## src/inc/rsc_pkg.sv

```systemverilog
// Constants, types and register map of the reset and start-up controller
// =====================================================================
// Overview of operation
// RQ1 - Reset input low holds device, execution suspended (code holds while RESET is high)
// RQ2 - Reset release starts execution at reset vector
// RQ3 - Reset clears all state, clock multiplier included (code leaves the pin synchroniser flops without reset)
// RQ4 - Source holds reset 2 ms for multiplier lock
// RQ5 - Status word resets to zero, backup bits undefined
// RQ6 - Master mode fetches first from 7FFF_FFF0
// RQ7 - Slave mode waits for break or interrupt
// RQ8 - Slave break input starts execution at 0000_0010
// RQ9 - Slave interrupt input starts execution at 0000_0080
// RQ10 - Port data resets to zero, bit0 follows pin
// RQ11 - Lock control register resets to zero
// RQ12 - Two ports, each direction individually selectable
// RQ13 - Internal clock runs four times input clock
// RQ14 - Strap high selects master, low selects slave
// RQ15 - Reset release synchronised to internal clock
// =====================================================================
package rsc_pkg;

   // =====================================================================
   // Register offsets (byte addresses, one 32-bit word each)
   localparam logic [7:0]  OFS_STATUS     = 8'h00;
   localparam logic [7:0]  OFS_FETCH_ADDR = 8'h04;
   localparam logic [7:0]  OFS_PSW        = 8'h08;
   localparam logic [7:0]  OFS_PORT_DIR   = 8'h0c;
   localparam logic [7:0]  OFS_PORT0_DATA = 8'h10;
   localparam logic [7:0]  OFS_PORT1_DATA = 8'h14;
   localparam logic [7:0]  OFS_MEM_LOCK   = 8'h18;
   localparam logic [7:0]  OFS_CLK_PERIOD = 8'h1c;

   // =====================================================================
   // Reset values and field positions
   localparam logic [31:0] PSW_RESET      = 32'h0000_0000;
   localparam int          PSW_BSM_POS    = 15;
   localparam int          PSW_BIE_POS    = 14;
   localparam int          PSW_BC_POS     = 8;
   localparam logic [7:0]  PORT_DATA_RESET = 8'h00;
   localparam logic [7:0]  MEM_LOCK_RESET = 8'h00;
   localparam logic [1:0]  PORT_DIR_RESET = 2'h0;
   localparam int          STAT_RUN_POS    = 0;
   localparam int          STAT_WAIT_POS   = 1;
   localparam int          STAT_MASTER_POS = 2;
   localparam int          STAT_LOCK_POS   = 3;
   localparam int          STAT_STATE_LSB  = 8;

   // =====================================================================
   // Start addresses
   localparam logic [31:0] VEC_MASTER     = 32'h7fff_fff0;
   localparam logic [31:0] VEC_BREAK      = 32'h0000_0010;
   localparam logic [31:0] VEC_INTERRUPT  = 32'h0000_0080;

   // =====================================================================
   // Clock multiplier
   localparam int          MULT_FACTOR    = 4;
   localparam int          MULT_SHIFT     = 2;
   localparam int          PERIOD_W       = 16;
   localparam int          LOCK_PERIODS   = 8;
   localparam int          MIN_PERIOD     = 8;

   // =====================================================================
   // Sequencer states
   typedef enum logic [4:0] {
      RSC_ST_HELD  = 5'b00001,
      RSC_ST_STRAP = 5'b00010,
      RSC_ST_LOCK  = 5'b00100,
      RSC_ST_WAIT  = 5'b01000,
      RSC_ST_RUN   = 5'b10000
   } rsc_state_e;

endpackage

```

## src/logic/rsc_clock_mult.sv

```systemverilog
// Digital times-four clock multiplier: measures input period, ticks four times per period
`timescale 1ns/10ps
`default_nettype none
module rsc_clock_mult
   import rsc_pkg::*;
#(
   parameter int PW        = PERIOD_W,
   parameter int LOCK_CNT  = LOCK_PERIODS
) (
   input  wire logic          clk,
   input  wire logic          rst,
   input  wire logic          clk_in_s,
   output logic              tick,
   output logic              locked,
   output logic [PW-1:0]     period
);

   if (PW < 8 || LOCK_CNT < 1 || LOCK_CNT > 255) begin : g_bad_params
      $error("rsc_clock_mult: unsupported parameters");
   end

   logic            in_d;
   logic [PW-1:0]   cnt;
   logic [PW-1:0]   phase;
   logic [7:0]      stable;
   logic [PW-1:0]   next_cnt;
   logic [PW-1:0]   next_phase;
   logic [7:0]      next_stable;
   logic [PW-1:0]   next_period;
   logic            next_tick;
   logic            next_locked;
   logic            rise;
   logic [PW-1:0]   quarter;
   logic [PW-1:0]   diff;

   assign rise    = clk_in_s & ~in_d;
   assign quarter = period >> MULT_SHIFT;

   // =====================================================================
   // Period measurement and tick generation
   always_comb begin
      next_cnt    = (cnt == {PW{1'b1}}) ? cnt : cnt + 1'b1;
      next_period = period;
      next_stable = stable;
      next_phase  = phase + 1'b1;
      next_tick   = 1'b0;
      next_locked = locked;
      diff        = (cnt > period) ? cnt - period : period - cnt;
      if (rise) begin
         next_cnt    = {{(PW-1){1'b0}}, 1'b1};
         next_period = cnt;
         next_phase  = {{(PW-1){1'b0}}, 1'b1};
         next_tick   = locked;
         // A drifting or too fast input restarts the lock count
         if (diff > 1 || cnt < PW'(MIN_PERIOD)) begin
            next_stable = 8'h00;
            next_locked = 1'b0;
         end else if (stable != 8'(LOCK_CNT)) begin
            next_stable = stable + 8'h01;
         end else begin
            next_locked = 1'b1;
         end
      end else if (phase >= quarter) begin
         next_phase = {{(PW-1){1'b0}}, 1'b1};
         next_tick  = locked; // RQ13
      end
      // A stopped input clock drops lock
      if (cnt == {PW{1'b1}}) begin
         next_locked = 1'b0;
         next_stable = 8'h00;
      end
      // No tick leaves in the cycle that lock is lost
      next_tick = next_tick & next_locked;
   end

   always_ff @(posedge clk or posedge rst) begin
      if (rst) begin // RQ3
         in_d   <= 1'b0;
         cnt    <= '0;
         phase  <= '0;
         stable <= 8'h00;
         period <= '0;
         tick   <= 1'b0;
         locked <= 1'b0;
      end else begin
         in_d   <= clk_in_s;
         cnt    <= next_cnt;
         phase  <= next_phase;
         stable <= next_stable;
         period <= next_period;
         tick   <= next_tick;
         locked <= next_locked;
      end
   end

endmodule
`default_nettype wire

```

## src/logic/rsc_reset_startup.sv

```systemverilog
// Reset and start-up controller: reset sequencing, start address, ports, status word
//
// Chosen here: the APB interface to the registers and the register addresses.
`timescale 1ns/10ps
`default_nettype none
module rsc_reset_startup
   import rsc_pkg::*;
#(
   parameter int NUM_PORTS = 2,
   parameter int PW        = PERIOD_W,
   parameter int LOCK_CNT  = LOCK_PERIODS
) (
   input  wire logic          CLK,
   input  wire logic          RESET,
   input  wire logic          PSEL,
   input  wire logic          PENABLE,
   input  wire logic          PWRITE,
   input  wire logic [7:0]    PADDR,
   input  wire logic [31:0]   PWDATA,
   output logic [31:0]        PRDATA,
   output logic               PREADY,
   output logic               PSLVERR,
   input  wire logic          INPUT_CLOCK_PIN,
   input  wire logic          MASTER_MODE,
   input  wire logic          SYSTEM_BREAK_INPUT_N,
   input  wire logic          EXT_INT_N,
   input  wire logic [NUM_PORTS-1:0] PROG_PORT_IN,
   output logic [NUM_PORTS-1:0] PROG_PORT_OUT,
   output logic [NUM_PORTS-1:0] PROG_PORT_OE,
   output logic               RUN,
   output logic               FETCH_START,
   output logic [31:0]        FETCH_ADDR,
   output logic               INT_CLK_TICK,
   output logic               CLK_LOCKED,
   output logic               HOLD_EXCL_LOCK
);

   if (NUM_PORTS != 2) begin : g_bad_ports
      $error("rsc_reset_startup: exactly two programmable ports are supported");
   end

   localparam int NSYNC = 4 + NUM_PORTS;

   // =====================================================================
   // Reset synchroniser: assert at once, release on a clock edge
   logic [1:0]   rst_sync;
   logic         rst_int;

   always_ff @(posedge CLK or posedge RESET) begin
      if (RESET) begin // RQ1
         rst_sync <= 2'b11;
      end else begin
         rst_sync <= {rst_sync[0], 1'b0}; // RQ15
      end
   end

   assign rst_int = rst_sync[1];

   // =====================================================================
   // Pin synchronisers; stage one feeds only stage two
   logic [NSYNC-1:0] pin_meta;
   logic [NSYNC-1:0] pin_s;
   logic [NSYNC-1:0] pin_raw;

   assign pin_raw = {PROG_PORT_IN, EXT_INT_N, SYSTEM_BREAK_INPUT_N, MASTER_MODE,
                     INPUT_CLOCK_PIN};

   // No reset: the strap and pins must already be settled when the sequencer
   // samples them just after release
   always_ff @(posedge CLK) begin
      pin_meta <= pin_raw;
      pin_s    <= pin_meta;
   end

   logic                 clk_in_s;
   logic                 strap_s;
   logic                 break_active;
   logic                 int_active;
   logic [NUM_PORTS-1:0] port_pin_s;

   assign clk_in_s     = pin_s[0];
   assign strap_s      = pin_s[1];
   assign break_active = ~pin_s[2];
   assign int_active   = ~pin_s[3];
   assign port_pin_s   = pin_s[NSYNC-1:4];

   // =====================================================================
   // Clock multiplier
   logic [PW-1:0] clk_period;

   rsc_clock_mult #(
      .PW       (PW),
      .LOCK_CNT (LOCK_CNT)
   ) u_mult (
      .clk      (CLK),
      .rst      (rst_int),
      .clk_in_s (clk_in_s),
      .tick     (INT_CLK_TICK),
      .locked   (CLK_LOCKED),
      .period   (clk_period)
   );

   // =====================================================================
   // Start-up sequencer
   rsc_state_e   state;
   rsc_state_e   next_state;
   logic         master;
   logic         next_master;
   logic [31:0]  next_fetch_addr;
   logic         next_fetch_start;

   always_comb begin
      next_state       = state;
      next_master      = master;
      next_fetch_addr  = FETCH_ADDR;
      next_fetch_start = 1'b0;
      unique case (state)
         RSC_ST_HELD: begin
            next_state = RSC_ST_STRAP; // RQ2
         end
         RSC_ST_STRAP: begin
            // Strap is sampled after release, once the synchroniser has settled
            next_master = strap_s; // RQ14
            next_state  = RSC_ST_LOCK;
         end
         RSC_ST_LOCK: begin
            // No fetch until the multiplied clock is stable
            if (CLK_LOCKED) begin
               if (master) begin
                  next_state       = RSC_ST_RUN;
                  next_fetch_addr  = VEC_MASTER; // RQ6
                  next_fetch_start = 1'b1;
               end else begin
                  next_state = RSC_ST_WAIT; // RQ7
               end
            end
         end
         RSC_ST_WAIT: begin
            // Break has priority when both arrive together
            if (break_active) begin
               next_state       = RSC_ST_RUN;
               next_fetch_addr  = VEC_BREAK; // RQ8
               next_fetch_start = 1'b1;
            end else if (int_active) begin
               next_state       = RSC_ST_RUN;
               next_fetch_addr  = VEC_INTERRUPT; // RQ9
               next_fetch_start = 1'b1;
            end
         end
         RSC_ST_RUN: begin
            next_state = RSC_ST_RUN;
         end
         default: begin
            next_state = RSC_ST_HELD;
         end
      endcase
   end

   always_ff @(posedge CLK or posedge rst_int) begin
      if (rst_int) begin // RQ1
         state       <= RSC_ST_HELD;
         master      <= 1'b0;
         FETCH_ADDR  <= VEC_MASTER;
         FETCH_START <= 1'b0;
      end else begin
         state       <= next_state;
         master      <= next_master;
         FETCH_ADDR  <= next_fetch_addr;
         FETCH_START <= next_fetch_start;
      end
   end

   assign RUN = (state == RSC_ST_RUN);

   // =====================================================================
   // APB register file
   function automatic logic [3:0] reg_sel(input logic [7:0] addr);
      logic [3:0] sel;
      sel = 4'hf;
      if (addr[1:0] == 2'b00) begin
         unique case (addr)
            OFS_STATUS:     sel = 4'h0;
            OFS_FETCH_ADDR: sel = 4'h1;
            OFS_PSW:        sel = 4'h2;
            OFS_PORT_DIR:   sel = 4'h3;
            OFS_PORT0_DATA: sel = 4'h4;
            OFS_PORT1_DATA: sel = 4'h5;
            OFS_MEM_LOCK:   sel = 4'h6;
            OFS_CLK_PERIOD: sel = 4'h7;
            default:        sel = 4'hf;
         endcase
      end
      return sel;
   endfunction

   logic [31:0]          processor_status_word;
   logic [31:0]          next_psw;
   logic [NUM_PORTS-1:0] port_dir;
   logic [NUM_PORTS-1:0] next_port_dir;
   logic [7:0]           port_data [NUM_PORTS];
   logic [7:0]           next_port_data [NUM_PORTS];
   logic [7:0]           mem_lock;
   logic [7:0]           next_mem_lock;
   logic [7:0]           port_view [NUM_PORTS];
   logic [31:0]          next_prdata;
   logic                 next_pslverr;
   logic                 wr_en;
   logic [3:0]           sel;

   assign sel    = reg_sel(PADDR);
   assign wr_en  = PSEL & PENABLE & PWRITE;
   assign PREADY = 1'b1;

   // Bit 0 shows the pin while the port is an input, the latch while an output
   genvar gi;
   generate
      for (gi = 0; gi < NUM_PORTS; gi++) begin : g_port
         assign port_view[gi]     = {port_data[gi][7:1],
                                     port_dir[gi] ? port_data[gi][0] : port_pin_s[gi]}; // RQ10
         assign PROG_PORT_OUT[gi] = port_data[gi][0];
         assign PROG_PORT_OE[gi]  = port_dir[gi]; // RQ12
      end
   endgenerate

   always_comb begin
      next_psw      = processor_status_word;
      next_port_dir = port_dir;
      next_mem_lock = mem_lock;
      for (int i = 0; i < NUM_PORTS; i++) begin
         next_port_data[i] = port_data[i];
      end
      if (wr_en) begin
         unique case (sel)
            4'h2:    next_psw      = PWDATA;
            4'h3:    next_port_dir = PWDATA[NUM_PORTS-1:0]; // RQ12
            4'h4:    next_port_data[0] = PWDATA[7:0];
            4'h5:    next_port_data[1] = PWDATA[7:0];
            4'h6:    next_mem_lock = PWDATA[7:0];
            default: next_psw      = processor_status_word;
         endcase
      end
   end

   always_comb begin
      next_prdata  = 32'h0000_0000;
      next_pslverr = 1'b0;
      unique case (sel)
         4'h0: begin
            next_prdata[STAT_RUN_POS]    = RUN;
            next_prdata[STAT_WAIT_POS]   = (state == RSC_ST_WAIT);
            next_prdata[STAT_MASTER_POS] = master;
            next_prdata[STAT_LOCK_POS]   = CLK_LOCKED;
            next_prdata[STAT_STATE_LSB +: 5] = state;
         end
         4'h1:    next_prdata = FETCH_ADDR;
         4'h2:    next_prdata = processor_status_word;
         4'h3:    next_prdata[NUM_PORTS-1:0] = port_dir;
         4'h4:    next_prdata[7:0] = port_view[0];
         4'h5:    next_prdata[7:0] = port_view[1];
         4'h6:    next_prdata[7:0] = mem_lock;
         4'h7:    next_prdata[PW-1:0] = clk_period;
         default: next_pslverr = 1'b1;
      endcase
   end

   always_ff @(posedge CLK or posedge rst_int) begin
      if (rst_int) begin // RQ3
         processor_status_word      <= PSW_RESET; // RQ5
         port_dir <= PORT_DIR_RESET;
         mem_lock <= MEM_LOCK_RESET; // RQ11
         for (int i = 0; i < NUM_PORTS; i++) begin
            port_data[i] <= PORT_DATA_RESET; // RQ10
         end
      end else begin
         processor_status_word      <= next_psw;
         port_dir <= next_port_dir;
         mem_lock <= next_mem_lock;
         for (int i = 0; i < NUM_PORTS; i++) begin
            port_data[i] <= next_port_data[i];
         end
      end
   end

   // Read data is registered during setup so it is stable in the access phase
   always_ff @(posedge CLK or posedge rst_int) begin
      if (rst_int) begin
         PRDATA  <= 32'h0000_0000;
         PSLVERR <= 1'b0;
      end else begin
         PRDATA  <= (PSEL & ~PENABLE & ~PWRITE) ? next_prdata : PRDATA;
         PSLVERR <= (PSEL & ~PENABLE) ? next_pslverr : PSLVERR;
      end
   end

   // Lock register value zero selects hold-request exclusive lock
   assign HOLD_EXCL_LOCK = (mem_lock == MEM_LOCK_RESET); // RQ11

endmodule
`default_nettype wire

```

## config.mk

```make
export PLATFORM = sky130hd
export DESIGN_NAME = rsc_reset_startup
export DESIGN_NICKNAME = d
export VERILOG_FILES = /design/src/inc/rsc_pkg.sv /design/src/logic/rsc_clock_mult.sv /design/src/logic/rsc_reset_startup.sv
export SDC_FILE = /design/constraint.sdc
export NUM_CORES = 1
export LEC_CHECK = 0
export ABC_CLOCK_PERIOD_IN_PS = 6500
export BUFFER_PORTS_ARGS = -buffer_cell sky130_fd_sc_hd__buf_2
export CAP_MARGIN = 20
export CORE_MARGIN = 3
export CORE_UTILIZATION = 59
export CTS_CLUSTER_DIAMETER = 200
export CTS_CLUSTER_SIZE = 24
export DETAILED_ROUTE_END_ITERATION = 10
export GPL_ROUTABILITY_DRIVEN = 0
export PLACE_DENSITY = 0.91
export SETUP_SLACK_MARGIN = 0.02
export SYNTH_ARGS = -nofsm -noshare
export SYNTH_HDL_FRONTEND = slang
export SYNTH_SLANG_ARGS = --single-unit
```

## constraint.sdc

```tcl
create_clock -name CLK -period 6.5 [get_ports CLK]
set_clock_uncertainty 0.15 [all_clocks]
set_input_delay 1.3 -clock CLK [delete_from_list [all_inputs] [get_ports CLK]]
set_output_delay 1.3 -clock CLK [all_outputs]
set_load 0.01 [all_outputs]
```

==> qor.csv <==
metric;value;unit
die_w;136;um
fmax;245;MHz
hold_start;pin_meta[0];
diodes;0;
yosys.area_share.simple;15.4;%
comb_power_share;33.4;%
synth_cell_types;82;
vias;8546;
total_power;3.31;mW
p_leak;5.31;nW
die_area;18400;um2
yosys_warnings;0;
syn_inst;1031;
wire_per_inst;20.0;um
clk-insertion-delay-late;0.44;ns
tightest_slew;1.02;ns
vias_per_cell;6.43;
antenna_found_initial;0;
dr.pass1.iters;6;
cts_buffers;17;
r2r_slack;2.54;ns
grt_max_degree;70;
rsz0062_at_grt;false;
clock-sinks;174;
io_pins;126;
nFillCells;1111;
totalWireLength;26600;um
initial_core_util;61.2;%
synth_fa_ha_area_share;6.60;%
crit_path_end_kind;register;
synth_compound_area_share;15.8;%
hold_viol;0;
critPathLaunch;PADDR[0];
p_int;2.11;mW
crit_type;input port to register;
p_sw_share;36.3;%
cts_resized;0;
path_clk_slew;0.07;ns
placed_cells;1298;
syn_avg_cell_area;9.60;um2
muxShareOfSynthArea;8.59;%
ant_nets;0;
cts_setup_buffers;0;
grt-ovfl-total;0;
yosys.area_share.xor_xnor;3.54;%
grt_pass1_vias;8205;
synthArstFlopShare;93.1;%
p_sw;1.20;mW
crit_required;6.70;ns
netlist_area;9900;um2
core-area;16200;um2
grt_pass1_wl;42600;um
tns;0;ns
r2r_start;u_mult.cnt[0];
crit_arrival;4.28;ns
setup_viol;0;
synth-seq-cells;174;
seq_power_share;35.7;%
cts_hold_buf;0;
drive_above_1_share;22.6;%
cts_buffer_depth;2;
place_hpwl;18500;um
cts_root_buffer;clkbuf_16;
worst_ir_drop_vdd;0.000222;V
drt_iter0_markers;978;
synth_flop_cell;dfrtp_1;
synth_top_family_by_area;compound AO/OA/AOI/OAI gates;
cts-htree-levels;4;
pwr_density_cell;301;nW/um2
portBuffers;119;
cp_max_fo;25;
drv_cap;0;
final_cell_count_no_fill;1330;
hp-class;register to register;
finalCritPeriodShare;62.8;%
status;completed;
start_kind;input port;
drv_slew;0;
ys_seq_area_share;43.5;%
slew_headroom;31.6;%
grt_usage;29.5;%
area_growth;11.1;%
drc_errors;0;
tritoncts;built;
synth_edf_count;0;
p_clk_share;30.9;%
period_minus_slack;4.08;ns
die_y;136;um
finalNetCount;1203;
rows;46;
[cell usage after synthesis (23+ instances only)]
cell type,instances,share of area [%]
xnor2_1,23,2.0
nor3_1,29,1.5
clkbuf_1,36,1.4
o21ai_0,72,3.6
inv_1,59,2.2
a21oi_1,57,2.9
ha_1,49,6.2
dfrtp_1,156,39
nand3_1,31,1.6
nand2_1,93,3.5
buf_4,32,2.4
mux2_2,65,7.4
nor2_1,86,3.3
[final timing paths]
kind | endpoint | cells past startpoint
worst max register to register | u_mult.tick | 14
worst min register to register | pin_s[0] | 0
max in group asynchronous | u_mult.cnt[2] | 2
min in group asynchronous | mem_lock[7] | 1
worst max-delay path | PRDATA[6] | 10
worst min-delay path | pin_s[0] | 0
[placed cells by master, fill, tap and decap left out, types with 7 or more instances in the layout]
master and n:
dfrtp_1 156, buf_2 119, nand2_1 93, nor2_1 86, o21ai_0 72, mux2_2 65, inv_1 58, a21oi_1 57
ha_1 49, nand3_1 31, nor3_1 29, xnor2_1 23, xor2_1 17, clkbuf_16 17, a21o_1 13, nand4_1 12
a211oi_1 12, a221oi_1 12, dfxtp_1 12, and3_1 10, or3_1 8, conb_1 8, a31oi_1 7
[power groups by stage]
stage               Combinational, mW  Sequential (mW)  Clock (mW)
floorplan                       0.869             1.18           0
global placement                 1.04             1.20           0
detailed placement               1.07             1.20           0
CTS                              1.08             1.18        1.03
global route                     1.21             1.18        1.07
finish                           1.11             1.18        1.02
[state kept, by name, summed over array words and instances, names as in the netlist, 2 cells and up]
register,count
PRDATA,32
state,5
port_data,14
FETCH_ADDR,3
pin_meta,6
u_mult.phase,16
mem_lock,8
u_mult.period,16
PROG_PORT_OE,2
u_mult.stable,8
processor_status_word,32
PROG_PORT_OUT,2
rst_sync,2
pin_s,6
u_mult.cnt,16
[stage by stage]
step / setup slack [ns] / hold WS (ns) / util [%] / instance area [um2]
floorplan: 1.71 / 0.160 / - / 9920
global placement: 2.35 / 0.160 / 64.3 / 10400
detailed placement: 2.12 / 0.162 / 64.3 / 10400
CTS: 2.55 / 0.175 / 68.0 / 11000
global route: 2.26 / 0.185 / 68.0 / 11000
finish: 2.42 / 0.171 / 68.0 / 11000
[final cells by class]
class | count | area (um2) | area share, %
Clock inverter | 14 | 168 | 1.52
Tap cell | 216 | 270 | 2.46
Sequential cell | 174 | 4300 | 39.1
Multi-Input combinational cell | 726 | 4980 | 45.3
Clock buffer | 18 | 429 | 3.90
Inverter | 59 | 226 | 2.06
Timing Repair Buffer | 123 | 626 | 5.69
[metal layers]
metal  routed length (um)  track usage (%)
met1                10600             38.2
met2                12700             48.5
met5                    0                0
met4                 1190             14.1
met3                 2200             4.90
[kinds of logic after synthesis]
| family | Yosys count |
|---|---|
| XOR/XNOR | 40 |
| flip-flops | 174 |
| buffers and inverters | 137 |
| multiplexers | 73 |
| AO/OA/AOI/OAI | 240 |
| adder cells (fa/ha/maj) | 51 |
| other | 2 |
| AND/OR/NAND/NOR | 314 |
[worst max-delay path, stage by stage]
cell and delay, ns:
buf_2 0.09, or4_1 0.56, nor2_1 0.42, nand2_1 0.15
nor3_1 0.40, and2_1 0.81, a21oi_1 0.09, o21ai_0 0.15
a21oi_1 0.07, o21ai_0 0.23
Note: power is estimated with default switching activity, not from simulation.
